<file path="src/inc/tmc_params.svh">
`ifndef TMC_PARAMS_SVH
`define TMC_PARAMS_SVH

// APB byte offsets of the register words
`define TMC_OFS_CTRL 12'h000
`define TMC_OFS_LOW 12'h004
`define TMC_OFS_HIGH 12'h008
`define TMC_OFS_STAT 12'h00c
`define TMC_OFS_MASK 12'h010

// Field positions inside the words
`define TMC_POS_SYSOSC 6
`define TMC_POS_OVF 0

// Reset values
`define TMC_CTRL_RST 8'h00
`define TMC_COUNT_RST 16'h0000
`define TMC_MASK_RST 1'b0

// Control bits software may write; the clock status bit is read-only
`define TMC_CTRL_WMASK 8'hbf

// Internal source runs at the core clock divided by this
`define TMC_QUARTER_DIV 4
`define TMC_QUARTER_LAST (`TMC_QUARTER_DIV - 1)

`endif

</file>
<file path="src/inc/tmc_pkg.sv">
`default_nettype none

package tmc_pkg;

   // Control word, bit 7 first
   typedef struct packed {
      logic wide_access_select;
      logic system_clock_from_osc;
      logic [1:0] input_divide_select;
      logic own_osc_enable;
      logic external_sync_select;
      logic count_source_select;
      logic count_run;
   } tmc_ctrl_s;

   // The 16-bit count as its two byte registers
   typedef struct packed {
      logic [7:0] high;
      logic [7:0] low;
   } tmc_count_s;

   // One-hot register selector from the address decoder
   typedef enum logic [5:0] {
      TMC_REG_NONE = 6'b000001,
      TMC_REG_CTRL = 6'b000010,
      TMC_REG_LOW = 6'b000100,
      TMC_REG_HIGH = 6'b001000,
      TMC_REG_STAT = 6'b010000,
      TMC_REG_MASK = 6'b100000
   } tmc_reg_e;

endpackage

`default_nettype wire

</file>
<file path="src/hw/tmc_tick_source.sv">
`include "tmc_params.svh"
`default_nettype none

module tmc_tick_source
   import tmc_pkg::*;
(
   // Clock and reset
   input wire logic mclk,
   input wire logic rst,
   // Configuration and prescaler clear
   input wire tmc_ctrl_s ctrl,
   input wire logic presc_clear,
   // Raw inputs from outside the clock domain
   input wire logic external_count_pin,
   input wire logic osc_clk_in,
   // One-cycle increment request
   output logic tick
);

   logic [1:0] quarter_cnt; // Instruction-cycle phase
   logic quarter_en; // Fosc/4 enable pulse
   logic [1:0] sync_a; // First synchroniser stages, oscillator above pin
   logic [1:0] sync_b; // Second synchroniser stages
   logic sel_lvl; // Synchronised level of the chosen input
   logic sync_prev; // Last selected level
   logic ext_rise; // Rising edge in core domain
   logic ext_pend; // Edge waiting for the next instruction cycle
   logic src_event; // Selected source event
   logic [2:0] ps_cnt; // Prescaler count

   // Last prescaler count for a divide select of 1, 2, 4 or 8
   function automatic logic [2:0] div_last(input logic [1:0] sel);
      div_last = 3'((4'd1 << sel) - 4'd1);
   endfunction

   // Free-running divide by four for the internal source
   always_ff @(posedge mclk or posedge rst) begin
      if (rst) begin
         quarter_cnt <= 2'd0;
      end else if (quarter_en) begin
         quarter_cnt <= 2'd0;
      end else begin
         quarter_cnt <= quarter_cnt + 2'd1;
      end
   end
   assign quarter_en = (quarter_cnt == 2'(`TMC_QUARTER_LAST));

   // Both inputs pass two stages before the source mux reads them
   always_ff @(posedge mclk or posedge rst) begin
      if (rst) begin
         sync_a <= 2'b00;
         sync_b <= 2'b00;
         sync_prev <= 1'b0;
      end else begin
         sync_a <= {osc_clk_in, external_count_pin};
         sync_b <= sync_a;
         sync_prev <= sel_lvl;
      end
   end

   // The enabled oscillator takes over the pin as count input
   // Switching source while the new line is high shows one edge
   assign sel_lvl = ctrl.own_osc_enable ? sync_b[1] : sync_b[0];
   assign ext_rise = sel_lvl & ~sync_prev;

   // Synchronised mode counts an edge only on an instruction cycle
   always_ff @(posedge mclk or posedge rst) begin
      if (rst) begin
         ext_pend <= 1'b0;
      end else if (quarter_en) begin
         ext_pend <= 1'b0;
      end else if (ext_rise) begin
         ext_pend <= 1'b1;
      end
   end

   // Source selection
   always_comb begin
      if (!ctrl.count_source_select) begin
         // Internal clock; the sync select has no meaning here
         src_event = quarter_en;
      end else if (ctrl.external_sync_select) begin
         // Unsynchronised: count at the detected edge itself
         src_event = ext_rise;
      end else begin
         // Synchronised: align the edge to the instruction cycle
         src_event = quarter_en & (ext_pend | ext_rise);
      end
   end

   // Prescaler; a stale count above a new limit just wraps
   always_ff @(posedge mclk or posedge rst) begin
      if (rst) begin
         ps_cnt <= 3'd0;
      end else if (presc_clear) begin
         ps_cnt <= 3'd0;
      end else if (ctrl.count_run && src_event) begin
         if (ps_cnt >= div_last(ctrl.input_divide_select)) begin
            ps_cnt <= 3'd0;
         end else begin
            ps_cnt <= ps_cnt + 3'd1;
         end
      end
   end

   // Halted counter gets no increments
   assign tick = ctrl.count_run && src_event &&
                 (ps_cnt >= div_last(ctrl.input_divide_select));
endmodule

`default_nettype wire

</file>
<file path="src/hw/tmc_timer.sv">
// Functional notes
// - Sixteen-bit counter, timer or event counter
// - Count readable and writable as two bytes
// - Compare trigger clears the count
// - Own low-power oscillator as count source
// - Control bit 0 runs or halts counting
// - Control bit 7 selects 16-bit access
// - Control bit 6 shows system clock source
// - Control bits 5-4 select input prescale
// - Control bit 3 enables own oscillator
// - Bit 2 chooses synchronised or unsynchronised external
// - Internal source ignores the sync bit
// - Bit 1 selects external edges or Fosc/4
// - Count wraps upward, wrap latches overflow flag
// - Wide mode buffers high byte via low access
// - Only low byte writes clear the prescaler
// - Count write wins over compare trigger
`include "tmc_params.svh"
`default_nettype none

module tmc_timer
   import tmc_pkg::*;
(
   // Clock and reset
   input wire logic mclk,
   input wire logic rst,
   // APB slave
   input wire logic psel,
   input wire logic penable,
   input wire logic pwrite,
   input wire logic [11:0] paddr,
   input wire logic [31:0] pwdata,
   output logic [31:0] prdata,
   output logic pready,
   output logic pslverr,
   // Count inputs from outside the chip
   input wire logic external_count_pin,
   input wire logic osc_clk_in,
   // Oscillator power control
   output logic osc_enable,
   // Core-domain inputs from the clock and compare logic
   input wire logic system_clock_from_osc,
   input wire logic compare_trigger,
   // Interrupt
   output logic irq
);

   tmc_ctrl_s ctrl; // Control word
   tmc_count_s count; // Live count
   logic [7:0] high_buffer; // High byte buffer for wide access
   logic ovf_flag; // Sticky overflow status
   logic ovf_mask; // Overflow interrupt enable
   logic tick; // Increment request from the source
   tmc_reg_e sel; // Decoded register of the current address
   logic setup_rd; // Read in its setup cycle
   logic wr_acc; // Write in its access cycle
   logic rd_acc; // Read in its access cycle
   logic wr_low; // Low byte write
   logic wr_high; // High byte write, either mode
   logic wr_high_direct; // High byte write in byte mode
   logic count_wrap; // Count steps from all ones to zero
   logic [31:0] next_prdata; // Read word for the decoded address
   tmc_ctrl_s ctrl_view; // Control word as software sees it

   // Address decode, shared by the setup and the access cycle
   function automatic tmc_reg_e reg_decode(input logic [11:0] addr);
      case (addr)
         `TMC_OFS_CTRL: reg_decode = TMC_REG_CTRL;
         `TMC_OFS_LOW: reg_decode = TMC_REG_LOW;
         `TMC_OFS_HIGH: reg_decode = TMC_REG_HIGH;
         `TMC_OFS_STAT: reg_decode = TMC_REG_STAT;
         `TMC_OFS_MASK: reg_decode = TMC_REG_MASK;
         default: reg_decode = TMC_REG_NONE;
      endcase
   endfunction

   // Bus phase decode
   assign sel = reg_decode(paddr);
   assign setup_rd = psel & ~penable & ~pwrite;
   assign wr_acc = psel & penable & pwrite;
   assign rd_acc = psel & penable & ~pwrite;
   assign wr_low = wr_acc && (sel == TMC_REG_LOW);
   assign wr_high = wr_acc && (sel == TMC_REG_HIGH);
   assign wr_high_direct = wr_high && !ctrl.wide_access_select;

   // Read data is built in setup, so every access ends in one cycle
   assign pready = 1'b1;

   // Source selection, synchronisers and prescaler
   tmc_tick_source u_source (
      .mclk(mclk),
      .rst(rst),
      .ctrl(ctrl),
      .presc_clear(wr_low),
      .external_count_pin(external_count_pin),
      .osc_clk_in(osc_clk_in),
      .tick(tick)
   );

   // Control register; the clock status bit is never stored
   always_ff @(posedge mclk or posedge rst) begin
      if (rst) begin
         ctrl <= tmc_ctrl_s'(`TMC_CTRL_RST);
      end else if (wr_acc && sel == TMC_REG_CTRL) begin
         ctrl <= tmc_ctrl_s'(pwdata[7:0] & `TMC_CTRL_WMASK);
      end
   end

   // The oscillator draws no power unless enabled
   assign osc_enable = ctrl.own_osc_enable;

   // Readback shows the live clock source in bit 6
   always_comb begin
      ctrl_view = ctrl;
      ctrl_view.system_clock_from_osc = system_clock_from_osc;
   end

   // A wrap only counts when no write or trigger replaces the step
   assign count_wrap = tick && (count == 16'hffff) && !wr_low &&
                       !wr_high_direct && !compare_trigger;

   // Counter: writes first, then the trigger, then the increment
   always_ff @(posedge mclk or posedge rst) begin
      if (rst) begin
         count <= tmc_count_s'(`TMC_COUNT_RST);
      end else if (wr_low) begin
         // Low write wins over a coincident trigger
         count.low <= pwdata[7:0];
         if (ctrl.wide_access_select) begin
            count.high <= high_buffer;
         end
      end else if (wr_high_direct) begin
         count.high <= pwdata[7:0];
      end else if (compare_trigger) begin
         // Trigger clears but never raises the overflow flag
         count <= tmc_count_s'(`TMC_COUNT_RST);
      end else if (tick) begin
         count <= tmc_count_s'(count + 16'h0001);
      end
   end

   // High byte buffer: a low read snapshots the live high byte
   always_ff @(posedge mclk or posedge rst) begin
      if (rst) begin
         high_buffer <= 8'h00;
      end else if (setup_rd && sel == TMC_REG_LOW && ctrl.wide_access_select) begin
         // Taken in the same edge as the low byte, so no rollover tear
         high_buffer <= count.high;
      end else if (wr_high && ctrl.wide_access_select) begin
         high_buffer <= pwdata[7:0];
      end
   end

   // Overflow flag: a wrap wins over a clear by read
   always_ff @(posedge mclk or posedge rst) begin
      if (rst) begin
         ovf_flag <= 1'b0;
      end else if (count_wrap) begin
         ovf_flag <= 1'b1;
      end else if (rd_acc && sel == TMC_REG_STAT && prdata[`TMC_POS_OVF]) begin
         // Only a flag that software has actually seen is cleared
         ovf_flag <= 1'b0;
      end
   end

   // Interrupt mask
   always_ff @(posedge mclk or posedge rst) begin
      if (rst) begin
         ovf_mask <= `TMC_MASK_RST;
      end else if (wr_acc && sel == TMC_REG_MASK) begin
         ovf_mask <= pwdata[`TMC_POS_OVF];
      end
   end

   // Level interrupt while an enabled flag is pending
   assign irq = ovf_flag & ovf_mask;

   // Read word for the addressed register
   always_comb begin
      next_prdata = 32'h0000_0000;
      case (sel)
         TMC_REG_CTRL: next_prdata[7:0] = ctrl_view;
         TMC_REG_LOW: next_prdata[7:0] = count.low;
         TMC_REG_HIGH: begin
            // Wide mode reads the buffer, byte mode the live byte
            next_prdata[7:0] = ctrl.wide_access_select ? high_buffer : count.high;
         end
         TMC_REG_STAT: next_prdata[`TMC_POS_OVF] = ovf_flag;
         TMC_REG_MASK: next_prdata[`TMC_POS_OVF] = ovf_mask;
         default: next_prdata = 32'h0000_0000;
      endcase
   end

   // Read data captured in the setup cycle and held through access
   always_ff @(posedge mclk or posedge rst) begin
      if (rst) begin
         prdata <= 32'h0000_0000;
      end else if (setup_rd) begin
         prdata <= next_prdata;
      end
   end

   // Unmapped addresses answer with an error, reads give zero
   always_ff @(posedge mclk or posedge rst) begin
      if (rst) begin
         pslverr <= 1'b0;
      end else if (psel && !penable) begin
         pslverr <= (sel == TMC_REG_NONE);
      end else if (psel && penable) begin
         pslverr <= 1'b0;
      end
   end
endmodule

`default_nettype wire

</file>
<file path="config.mk">
export PLATFORM = sky130hd
export DESIGN_NAME = tmc_timer
export DESIGN_NICKNAME = d
export VERILOG_FILES = /design/src/inc/tmc_pkg.sv /design/src/hw/tmc_tick_source.sv /design/src/hw/tmc_timer.sv
export VERILOG_INCLUDE_DIRS = /design/src /design/src/inc
export SDC_FILE = /design/constraint.sdc
export NUM_CORES = 1
export LEC_CHECK = 0
export BUFFER_PORTS_ARGS = -buffer_cell sky130_fd_sc_hd__buf_2
export CAP_MARGIN = 15
export CORE_MARGIN = 2
export CORE_UTILIZATION = 58
export DETAILED_ROUTE_END_ITERATION = 12
export HOLD_SLACK_MARGIN = 0.15
export PLACE_DENSITY = 0.86
export SYNTH_ARGS = -nofsm -noshare
export SYNTH_HDL_FRONTEND = slang
export SYNTH_SLANG_ARGS = --single-unit
</file>
<file path="constraint.sdc">
create_clock -name mclk -period 3.5 [get_ports mclk]
set_input_delay 0 -clock mclk [delete_from_list [all_inputs] [get_ports mclk]]
set_output_delay 0 -clock mclk [all_outputs]
set_load 0.01 [all_outputs]
</file>
Word level (Yosys, flattened, before mapping)
Index checks and enable logic that the tools add are counted.
Storage, ports and cells
  bits in registers: 53
  bits of input ports: 53
  output and inout bits: 36
  word-level logic and storage cells: 106
Cells by class
  $add $sub $neg: 4
  magnitude comparators: 1
  eq/ne operators: 13
  shifts and indexed selects: 1
  mux-type cells: 24
  bitwise gates (word level): 12
  reductions and logical operators: 32
Operators by type and width (number)
  two-way mux 16 bit: 3
  two-way mux 8 bit: 5
  one-hot mux 6 bit (5 select lines): 1
  equality test 12 x 4 -> 1 bit (second input constant): 2
  one-hot mux 7 bit (3 select lines): 1
  logical AND 1 bit: 18
  adder 16 x 1 -> 16 bit (second input constant): 1
  equality test 16 bit (second input constant): 1
  equality test 12 x 3 -> 1 bit (second input constant): 1
  equality test 12 x 5 -> 1 bit (second input constant): 1
  zero test 12 bit: 1
  nonzero test 2 bit: 5
  two-way mux 1 bit: 9
  two-way mux 3 bit: 3
  AND 1 bit: 8
  equality test 6 x 1 -> 1 bit (second input constant): 1
  equality test 6 x 2 -> 1 bit (second input constant): 1
  equality test 6 x 3 -> 1 bit (second input constant): 1
  equality test 6 x 4 -> 1 bit (second input constant): 1
  equality test 6 x 5 -> 1 bit (second input constant): 1
  equality test 6 bit (second input constant): 1
  zero test 1 bit: 5
  one-hot mux 1 bit (5 select lines): 1
  nonzero test 4 bit: 1
  other kinds (12): 14

Longest topological paths before layout
Gate-level depths: netlist of the first run.
  depth in word-level cells: 13
  depth in mapped cells: 9

Cells and area by module
Synthesis of the first run repeated with hierarchy kept, for this count alone.
Second synthesis, totals
  cell total of the unflattened synthesis: 375
  area, all modules: 3464.6 µm²
By module, submodules not included
  tmc_timer: instances 1, cells each 325, area an instance 2925.3 µm², sequential area each 1051.0 µm²
  tmc_tick_source: instances 1, cells each 50, area an instance 539.3 µm², sequential area each 275.3 µm²

Worst setup path before layout of the first run
Ideal clock, no wire load.
  kind: register -> register
  from: register ctrl[4] (netlist name)
  to: register count[11] in the netlist's numbering
  library setup time: 126 ps
  arrival time: 1828 ps
  required time: 3374 ps
  slack: 1546 ps
  stages on the path, launching flop included: 9
  path buffers: 1
  period minus slack after synthesis: 1954 ps
  path through: dfrtp_1 > or2_2 > ha_1 > nor2b_1 > o21ai_0 > nand3_1 > and3_4 > buf_6 > o32a_1
On the way
  longest elaborated chain between the ends: 5
RTL lines
  << shifter 1 x 2 -> 3 bit: line tmc_tick_source.sv:33  | div_last = 3'((4'd1 << sel) - 4'd1);
  subtractor 3 x 1 -> 3 bit: line tmc_tick_source.sv:33
  >= comparator 3 bit: line tmc_tick_source.sv:108  | (ps_cnt >= div_last(ctrl.input_divide_select));
  logical AND 1 bit: line tmc_tick_source.sv:107  | assign tick = ctrl.count_run && src_event &&
  nonzero test 4 bit (no line)
  to (signal assigned): line tmc_timer.sv:125  | count <= tmc_count_s'(`TMC_COUNT_RST);
  to (signal assigned): line tmc_timer.sv:136  | count <= tmc_count_s'(`TMC_COUNT_RST);
  to (signal assigned): line tmc_timer.sv:138  | count <= tmc_count_s'(count + 16'h0001);
  to (decl): line tmc_timer.sv:49  | tmc_count_s count;
Every way passes these cells.
A chain may end at the register's enable or synchronous reset.

Final worst setup path of the first run
  from: input port paddr[5]
  to: register count[14] in the netlist's numbering
On the way
  longest elaborated chain between the ends: 7
  elaborated cells on any way between the ends: 14
RTL lines
  from (decl): line tmc_timer.sv:31  | input wire logic [11:0] paddr,
  equality test 12 x 5 -> 1 bit (tied with other cells): line tmc_timer.sv:67  | case (addr)
  one-hot mux 6 bit (5 select lines) (*): line tmc_timer.sv:67
  equality test 6 x 4 -> 1 bit: line tmc_timer.sv:83  | assign wr_high = wr_acc && (sel == TMC_REG_HIGH);
  logical AND 1 bit: line tmc_timer.sv:83
  logical AND 1 bit: line tmc_timer.sv:84  | assign wr_high_direct = wr_high && !ctrl.wide_access_select;
  two-way mux 8 bit: line tmc_timer.sv:132  | end else if (wr_high_direct) begin
  two-way mux 16 bit: line tmc_timer.sv:126  | end else if (wr_low) begin
Mark *: on every way between the ends. The rest lies on a longest branch, timed or not.

==> flow_metrics.tcl, run 1 <==
set metrics [dict create \
    required_ns 3.71 \
    cap_violations 0 \
    r2r_slack_ns 0.96 \
    start_kind "input port" \
    synth-simple-area-share 0.192 \
    cts_buffers 5 \
    first_pass_iters 5 \
    finalSetupTns_ns 0 \
    power_density_nw_per_um2 308 \
    crit_path_start "paddr[5]" \
    antenna_left 0 \
    hold_viol 0 \
    antenna_found_initial 0 \
    cts_tree "done" \
    syn_inst 364 \
    synth_top_family_by_area "simple AND/OR/NAND/NOR gates" \
    timing_worst_setup_path_type "input port to register" \
    chipHeight_um 81.2 \
    tightest_slew_ns 0.865 \
    setup_viol 0 \
    clockBufferDepth 2 \
    drt_iter0_drc 336 \
    grt_usage 0.269 \
    fin_cells 489 \
    fmax_mhz 387 \
    slew_violations 0 \
    synthAdderAreaFrac 0.0217 \
    period_minus_slack_ns 2.58 \
    finalWirelength_um 8280 \
    grt_pass1_vias 2813 \
    r2r_end "count[10]$_DFFE_PP0P_" \
    rsz0062_at_grt "no" \
    coreArea_um2 5850 \
    synthArstFlopShare 1.00 \
    layout_common_cells "dfrtp_1, buf_2, nand2_1" \
    cp_max_fo 17 \
    status "finished, final reports clean" \
    synth_cell_types 62 \
    die_w_um 81.2 \
    drive_above_1_share 0.191 \
    grt_max_degree 54 \
    ys_seq_area_frac 0.384 \
    vias 3007 \
    endpoint "count[14]$_DFFE_PP0P_" \
    synth_compound_gate_area_share 0.182 \
    hp-start "paddr[8]" \
    grt_pass1_wl_um 13600 \
    drc_errors 0 \
    gp_congestion 0.947 \
    cts_setup_buffers 0 \
    cp.arrival_ns 2.80 \
    synth_warnings 0 \
    overflow 0 \
    p_leak_nw 1.69 \
    yosys_most_used_dff "dfrtp_1" \
    fin_nets 472 \
    final_common_cell "dfrtp_1" \
    n_antenna_cell 0 \
    fin_hold_ws_ns 0.183 \
    r2r-start "ctrl[5]$_DFFE_PP0P_" \
    clk_pin_slew_ns 0.10 \
    dp_cells 459 \
    pin_count 89 \
    synth-edff-count 0 \
    cts-root-buf "clkbuf_8" \
    synth_mux_area_frac 0.0957 \
    syn2layout_area_growth_pct 12.0 \
    syn_area_per_cell_um2 9.49 \
    ir_drop_v 0.000186 \
    rows 28 \
    portBuffers 39 \
    n_fill_cell 482 \
    synth_xor_area_frac 0.0254 \
    fin_skew_ns 0.0158 \
    ff2ff_path_depth 8 \
    htreeDepth 2 \
    clkLatencyLatePin_ns 0.32 \
    period_share 0.738 \
    clkSinkCount 53 \
    hp-class "input port to register" \
    ys_ff_latch 53 \
    netlist_area_um2 3450 \
    max_slew_margin 0.422 \
    route.detailed.wl_per_inst_um 16.9 \
    dp_hpwl_um 5770 \
    end_kind "register" \
    vias_per_cell 6.15 \
    finalPower_w 0.00119 \
    die_area_um2 6590 \
    start_util 0.590 \
]
[sequential cells by signal (all words and copies together), names as in the netlist]
name	count
prdata	8
high_buffer	8
ovf_flag	1
u_source.sync_b	2
ctrl	6
u_source.quarter_cnt	2
u_source.ext_pend	1
u_source.sync_prev	1
osc_enable	1
pslverr	1
u_source.sync_a	2
count	16
ovf_mask	1
u_source.ps_cnt	3
[worst max-delay path: stages]
cell and delay [ns]:
dlygate4sd3_1 0.53, buf_2 0.13, nor3_2 0.17, dlygate4sd3_1 0.63, nand3_4 0.16, nor3_4 0.68
a21oi_4 0.20, o221a_2 0.29
[worst min-delay path by stage]
stage	to	slack, ns	cells after the start
final	ovf_flag$_DFFE_PP0P_	0.18	5
after global placement	u_source.sync_a[0]$_DFF_PP0_	0.11	1
after CTS	ovf_flag$_DFFE_PP0P_	0.17	5
after global routing	ovf_flag$_DFFE_PP0P_	0.20	4
after floorplan	u_source.sync_a[0]$_DFF_PP0_	0.03	0
after detailed placement	u_source.sync_a[1]$_DFF_PP0_	0.11	1
[area by class of cell]
| class | instances | area, um^2 | area share |
|---|---|---|---|
| timing repair buffer | 62 | 433 | 0.112 |
| clock inverter | 3 | 21.3 | 0.00550 |
| multi-input combinational | 279 | 1880 | 0.486 |
| clock buffer | 5 | 68.8 | 0.0178 |
| inverter | 12 | 45.0 | 0.0117 |
| tap | 75 | 93.8 | 0.0243 |
| sequential | 53 | 1330 | 0.343 |
[repair_timing]
action                                 in CTS  in global routing
endpoints found under the hold margin      83                  0
hold buffers                               21                  0
resized for setup                           0                  0
[synthesized netlist by cell type (3+ instances only)]
master / count / share of area
or2_2: 4 / 0.0072
nor2_1: 19 / 0.021
nand2b_1: 3 / 0.0054
nor4_1: 5 / 0.0091
buf_2: 7 / 0.010
nand4_1: 3 / 0.0054
o21ai_0: 15 / 0.022
nor2b_1: 3 / 0.0054
inv_1: 12 / 0.013
nand3_1: 9 / 0.013
xnor2_1: 3 / 0.0076
clkbuf_1: 4 / 0.0043
buf_4: 28 / 0.061
a22o_1: 7 / 0.018
o32a_1: 6 / 0.017
xor2_1: 7 / 0.018
ha_1: 6 / 0.022
o21a_1: 5 / 0.011
and2_1: 4 / 0.0072
and3_1: 3 / 0.0054
o21ai_1: 9 / 0.013
nand2_1: 31 / 0.034
mux2_2: 8 / 0.026
o22ai_1: 9 / 0.016
dfrtp_1: 53 / 0.38
o221ai_1: 3 / 0.0076
nor3_1: 13 / 0.019
a21oi_1: 22 / 0.032
mux2i_1: 24 / 0.070
[metrics by stage]
stage	setup slack, ns	utilization	instance area (um^2)
2_1_floorplan	1.55	-	3540
3_3_place_gp	1.06	0.606	3550
3_5_place_dp	1.00	0.606	3550
4_1_cts	0.946	0.657	3850
5_1_grt	0.745	0.661	3870
6_report	0.916	0.661	3870
[cell families (layout without fill, tap and decap cells)]
family,Yosys count,count (layout)
DFF,53,53
AOI/OAI and AO/OA,90,90
adders and majority gates,6,6
xor gates and xnor gates,10,10
muxes,32,32
other,2,25
and+or+nand+nor,116,116
buffers and inverters,55,82
[power breakdown]
group | switching (W) | total (W) | internal (W)
logic | 0.000104 | 0.000180 | 0.0000763
registers | 0.0000277 | 0.000658 | 0.000631
clock network | 0.000210 | 0.000352 | 0.000142
total | 0.000341 | 0.00119 | 0.000849
[per-layer routing]
| metal | vias to the layer above | part of all wire | GRT usage |
|---|---|---|---|
| li1 | 1367 | - | - |
| met1 | 1428 | 0.41 | 0.338 |
| met2 | 175 | 0.47 | 0.440 |
| met3 | 37 | 0.080 | 0.0511 |
| met4 | 0 | 0.045 | 0.136 |
| met5 | - | 0 | 0 |
(Power assumes the default switching activity.)
==> run 2: changes to the inputs <==
--- a/config.mk
+++ b/config.mk
@@ -9,10 +9,10 @@
 export BUFFER_PORTS_ARGS = -buffer_cell sky130_fd_sc_hd__buf_2
 export CAP_MARGIN = 15
 export CORE_MARGIN = 2
-export CORE_UTILIZATION = 58
+export CORE_UTILIZATION = 54
 export DETAILED_ROUTE_END_ITERATION = 12
 export HOLD_SLACK_MARGIN = 0.15
-export PLACE_DENSITY = 0.86
+export PLACE_DENSITY = 0.81
 export SYNTH_ARGS = -nofsm -noshare
 export SYNTH_HDL_FRONTEND = slang
 export SYNTH_SLANG_ARGS = --single-unit
==> constraint.sdc (replaced) <==
create_clock -name mclk -period 2.55 [get_ports mclk]
set_input_delay 0 -clock mclk [delete_from_list [all_inputs] [get_ports mclk]]
set_output_delay 0 -clock mclk [all_outputs]
set_load 0.01 [all_outputs]
==> flow_metrics.tcl, run 2 (synthesis results as in run 1) <==
set metrics [dict create \
    largest_reg_flops 16 \
    crit_chain "or2_2 > ha_1 > nor2b_1 > o21ai_0 > nand3_1 > buf_4 > o21a_1 > o21ai_0 > o21ai_0" \
    fin_hold_ws_ns 0.208 \
    power_density_nw_per_um2 467 \
    drive_above_1_share 0.201 \
    finalPower_w 0.00184 \
    drt_iter0_drc 405 \
    cts_setup_buffers 0 \
    slowest_delay_ns 0.42 \
    cp.arrival_ns 2.48 \
    r2r_end "count[4]$_DFFE_PP0P_" \
    hp-class "input port to register" \
    rsz0062_at_grt "no" \
    start_kind "register" \
    cp_common_cell "o21ai_0" \
    grt_max_degree 30 \
    cts_tree "done" \
    overflow 0 \
    status "finished, final reports clean" \
    rows 29 \
    hp-start "paddr[3]" \
    gp_congestion 0.901 \
    clk_pin_slew_ns 0.10 \
    finish.utilization 0.628 \
    syn2layout_area_growth_pct 14.1 \
    fmax_mhz 436 \
    top_layer_used "met4" \
    cp_max_fo 8 \
    first_pass_iters 6 \
    fin_nets 476 \
    n_antenna_cell 0 \
    r2r_slack_ns 0.25 \
    drc_errors 0 \
    top_regs "count (16), high_buffer (8), prdata (8)" \
    slew_violations 0 \
    pin_count 89 \
    route.detailed.wl_per_inst_um 17.0 \
    layout_common_cells "dfrtp_1, buf_2, nand2_1" \
    vias 2983 \
    r2r-start "ctrl[4]$_DFFE_PP0P_" \
    hold_viol 0 \
    crit_slowest_cell "dfrtp_1" \
    start_util 0.550 \
    antenna_left 0 \
    holdPathEnd "prdata[6]$_DFFE_PP0P_" \
    met2_length_um 4050 \
    antenna_found_initial 0 \
    grt_pass1_wl_um 13800 \
    grt_pass1_vias 2828 \
    clockBufferDepth 2 \
    tightest_slew_ns 0.539 \
    fin_skew_ns 0.0101 \
    setup_viol 0 \
    period_share 0.900 \
    coreArea_um2 6280 \
    p_leak_nw 1.73 \
    clkLatencyLatePin_ns 0.31 \
    clkSinkCount 53 \
    portBuffers 39 \
    grt_usage 0.244 \
    chipHeight_um 84.0 \
    hold_depth 3 \
    ir_drop_v 0.000286 \
    timing_worst_setup_path_type "register to register" \
    die_w_um 84.0 \
    final_common_cell "dfrtp_1" \
    cts_buffers 5 \
    max_slew_margin 0.640 \
    period_minus_slack_ns 2.30 \
    die_area_um2 7050 \
    regMostFlops "count" \
    required_ns 2.73 \
    end_kind "register" \
    wl_met1_um 3510 \
    ff2ff_path_depth 9 \
    finalSetupTns_ns 0 \
    cts-root-buf "clkbuf_8" \
    cap_violations 0 \
    dp_hpwl_um 5880 \
    htreeDepth 2 \
    finalWirelength_um 8400 \
    vias_per_cell 6.03 \
    route.met3.wl_um 567 \
]
==> run 2: cell count changes in the layout (fill, tap and decap cells not counted), sizes merged <==
cell and change:
bufinv +2, clkinv -1, buf +4, clkinvlp -1
==> run 2: where the power goes <==
part / internal, W / switching [W]
sequential: 0.000866 / 0.0000385
clock: 0.000395 / 0.000296
combinational: 0.000104 / 0.000142
total: 0.00136 / 0.000476
==> run 2: critical path, delay by kind of cell, from the launching register on <==
family / cells / cell delay [ns]
AOI/OAI and AO/OA: 4 / 0.68
buffers and inverters: 1 / 0.25
and+or+nand+nor: 3 / 0.55
DFF: 1 / 0.42
adders and majority gates: 1 / 0.28
==> run 2: worst max-delay path by stage <==
stage	to	startpoint	cells after the start
final	count[4]$_DFFE_PP0P_	ctrl[4]$_DFFE_PP0P_	9
after global routing	count[4]$_DFFE_PP0P_	ctrl[4]$_DFFE_PP0P_	9
after CTS	ovf_flag$_DFFE_PP0P_	paddr[8]	8
after detailed placement	count[14]$_DFFE_PP0P_	ctrl[4]$_DFFE_PP0P_	8
after global placement	count[14]$_DFFE_PP0P_	ctrl[4]$_DFFE_PP0P_	8
after floorplan	count[11]$_DFFE_PP0P_	ctrl[4]$_DFFE_PP0P_	8
==> run 2: per-stage QoR <==
stage | cell area, um^2 | setup slack [ns] | instances
6_report | 3940 | 0.254 | 495
5_1_grt | 3940 | 0.167 | 495
4_1_cts | 3940 | 0.140 | 496
2_1_floorplan | 3540 | 0.596 | 387
3_3_place_gp | 3590 | 0.380 | 466
3_5_place_dp | 3590 | 0.357 | 466
==> run 2: layout make-up <==
cell class / instances / area, um^2
timing repair buffer: 66 / 450
clock inverter: 3 / 68.8
inverter: 12 / 45.0
clock buffer: 5 / 68.8
fill: 531 / 2340
multi-input combinational: 279 / 1890
sequential: 53 / 1330
tap: 77 / 96.3
==> run 2: per-layer routing <==
| layer | GRT usage | vias up |
|---|---|---|
| met4 | 0.0909 | 0 |
| met1 | 0.314 | 1417 |
| li1 | - | 1377 |
| met5 | 0 | - |
| met2 | 0.412 | 163 |
| met3 | 0.0406 | 26 |
==> run 2: timing repair <==
action                     4_1_cts  5_1_grt
setup endpoints to repair        0        3
gates resized for setup          0        1
hold buffers                    22        0
hold endpoints to repair        55        0
==> run 3: changes to the inputs <==
--- a/config.mk
+++ b/config.mk
@@ -8,8 +8,10 @@
 export LEC_CHECK = 0
 export BUFFER_PORTS_ARGS = -buffer_cell sky130_fd_sc_hd__buf_2
 export CAP_MARGIN = 15
+export CORE_ASPECT_RATIO = 1.2
 export CORE_MARGIN = 2
 export CORE_UTILIZATION = 54
+export CTS_BUF_LIST = sky130_fd_sc_hd__clkbuf_16
 export DETAILED_ROUTE_END_ITERATION = 12
 export HOLD_SLACK_MARGIN = 0.15
 export PLACE_DENSITY = 0.81
==> flow_metrics.tcl, run 3 (synthesis results as in run 1) <==
set metrics [dict create \
    regMostFlops "count" \
    clockBufferDepth 2 \
    rows 31 \
    antenna_found_initial 0 \
    portBuffers 39 \
    power_density_nw_per_um2 465 \
    final_common_cell "dfrtp_1" \
    cts-root-buf "clkbuf_16" \
    first_pass_iters 5 \
    rsz0062_at_grt "no" \
    grt_usage 0.249 \
    vias 3004 \
    cp.arrival_ns 2.53 \
    period_share 0.901 \
    pre_cts_ws_ns 0.317 \
    finalWirelength_um 8440 \
    coreArea_um2 6130 \
    grt_pass1_vias 2928 \
    gp_congestion 0.977 \
    required_ns 2.78 \
    max_slew_margin 0.670 \
    cts_buffers 5 \
    grt_pass1_wl_um 14200 \
    dp_cells 471 \
    fmax_mhz 435 \
    htreeDepth 2 \
    clkSinkCount 53 \
    final_area_um2 3900 \
    cts_tree "done" \
    antenna_left 0 \
    drive_above_1_share 0.199 \
    top_regs "count (16), high_buffer (8), prdata (8)" \
    fin_skew_ns 0.00653 \
    clkLatencyLatePin_ns 0.29 \
    r2r_slack_ns 0.25 \
    fin_cells 495 \
    ctsHoldBuffers 16 \
    drt_iter0_drc 336 \
    start_kind "register" \
    pin_count 89 \
    largest_reg_flops 16 \
    timing_worst_setup_path_type "register to register" \
    grt_max_degree 35 \
    placed_area_um2 3590 \
    setup_viol 0 \
    cp_max_fo 5 \
    p_leak_nw 1.71 \
    status "finished, final reports clean" \
    fin_nets 471 \
    chipHeight_um 91.6 \
    layout_common_cells "dfrtp_1, buf_2, nand2_1" \
    route.detailed.wl_per_inst_um 17.1 \
    finalSetupTns_ns 0 \
    ctsResizeCount 0 \
    slew_violations 0 \
    layout_setup_ws_ns 0.252 \
    n_antenna_cell 0 \
    start_util 0.563 \
    clk_pin_slew_ns 0.07 \
    hp-class "input port to register" \
    overflow 0 \
    hold_viol 0 \
    tightest_slew_ns 0.493 \
    cts_setup_buffers 0 \
    period_minus_slack_ns 2.30 \
    die_w_um 77 \
    end_kind "register" \
    cap_violations 0 \
    syn2layout_area_growth_pct 12.9 \
    die_area_um2 7050 \
    ir_drop_v 0.000415 \
    vias_per_cell 6.07 \
    n_fill_cell 504 \
    dp_hpwl_um 6010 \
    drc_errors 0 \
]
[run 3: cell type report]
type,instances,area (um^2),share of cell area
clock inverters,3,20.0,0.00514
clock buffers,5,125,0.0321
multi-input cells,279,1880,0.482
flip-flops and latches,53,1330,0.340
repair buffers,61,400,0.103
inverters,12,45.0,0.0116
well taps,82,103,0.0263
[run 3: stage by stage]
| step | util | total power [W] | hold WS (ns) |
|---|---|---|---|
| floorplan | - | 0.00109 | 0.0314 |
| global placement | 0.586 | 0.00113 | 0.00806 |
| detailed placement | 0.586 | 0.00114 | 0.0113 |
| CTS | 0.636 | 0.00183 | 0.151 |
| global route | 0.636 | 0.00190 | 0.187 |
| finish | 0.636 | 0.00181 | 0.148 |
[run 3: path summary, 6_finish.rpt]
kind / endpoint / startpoint / cells after the start
min in group asynchronous: pslverr$_DFFE_PP0P_ / rst / 3
max in group asynchronous: high_buffer[2]$_DFFE_PP0P_ / rst / 4
worst min-delay path: prdata[0]$_DFFE_PP0P_ / paddr[5] / 4
worst max-delay path: count[7]$_DFFE_PP0P_ / ctrl[5]$_DFFE_PP0P_ / 8
worst max register to register: count[7]$_DFFE_PP0P_ / ctrl[5]$_DFFE_PP0P_ / 8
worst min register to register: u_source.sync_b[1]$_DFF_PP0_ / u_source.sync_a[1]$_DFF_PP0_ / 0
[run 3: critical path, stage by stage (launching register included)]
cell and delay, ns:
dfrtp_1 0.42, or2_2 0.29, ha_1 0.27, nor2b_1 0.04
o21ai_0 0.21, nand3_1 0.20, nand3b_1 0.27, nor4b_1 0.37
a211o_1 0.15
[run 3: metal layers]
layer | routed length (um) | part of all wire | global-route usage
met2 | 4230 | 0.50 | 0.427
met5 | 0 | 0 | 0
met1 | 3370 | 0.40 | 0.310
met3 | 606 | 0.072 | 0.0457
met4 | 236 | 0.028 | 0.0952
[run 3: report_power, final]
group	internal, W	total (W)	switching (W)
clock	0.000364	0.000666	0.000302
sequential	0.000866	0.000904	0.0000381
combinational	0.0000999	0.000242	0.000142
total	0.00133	0.00181	0.000483
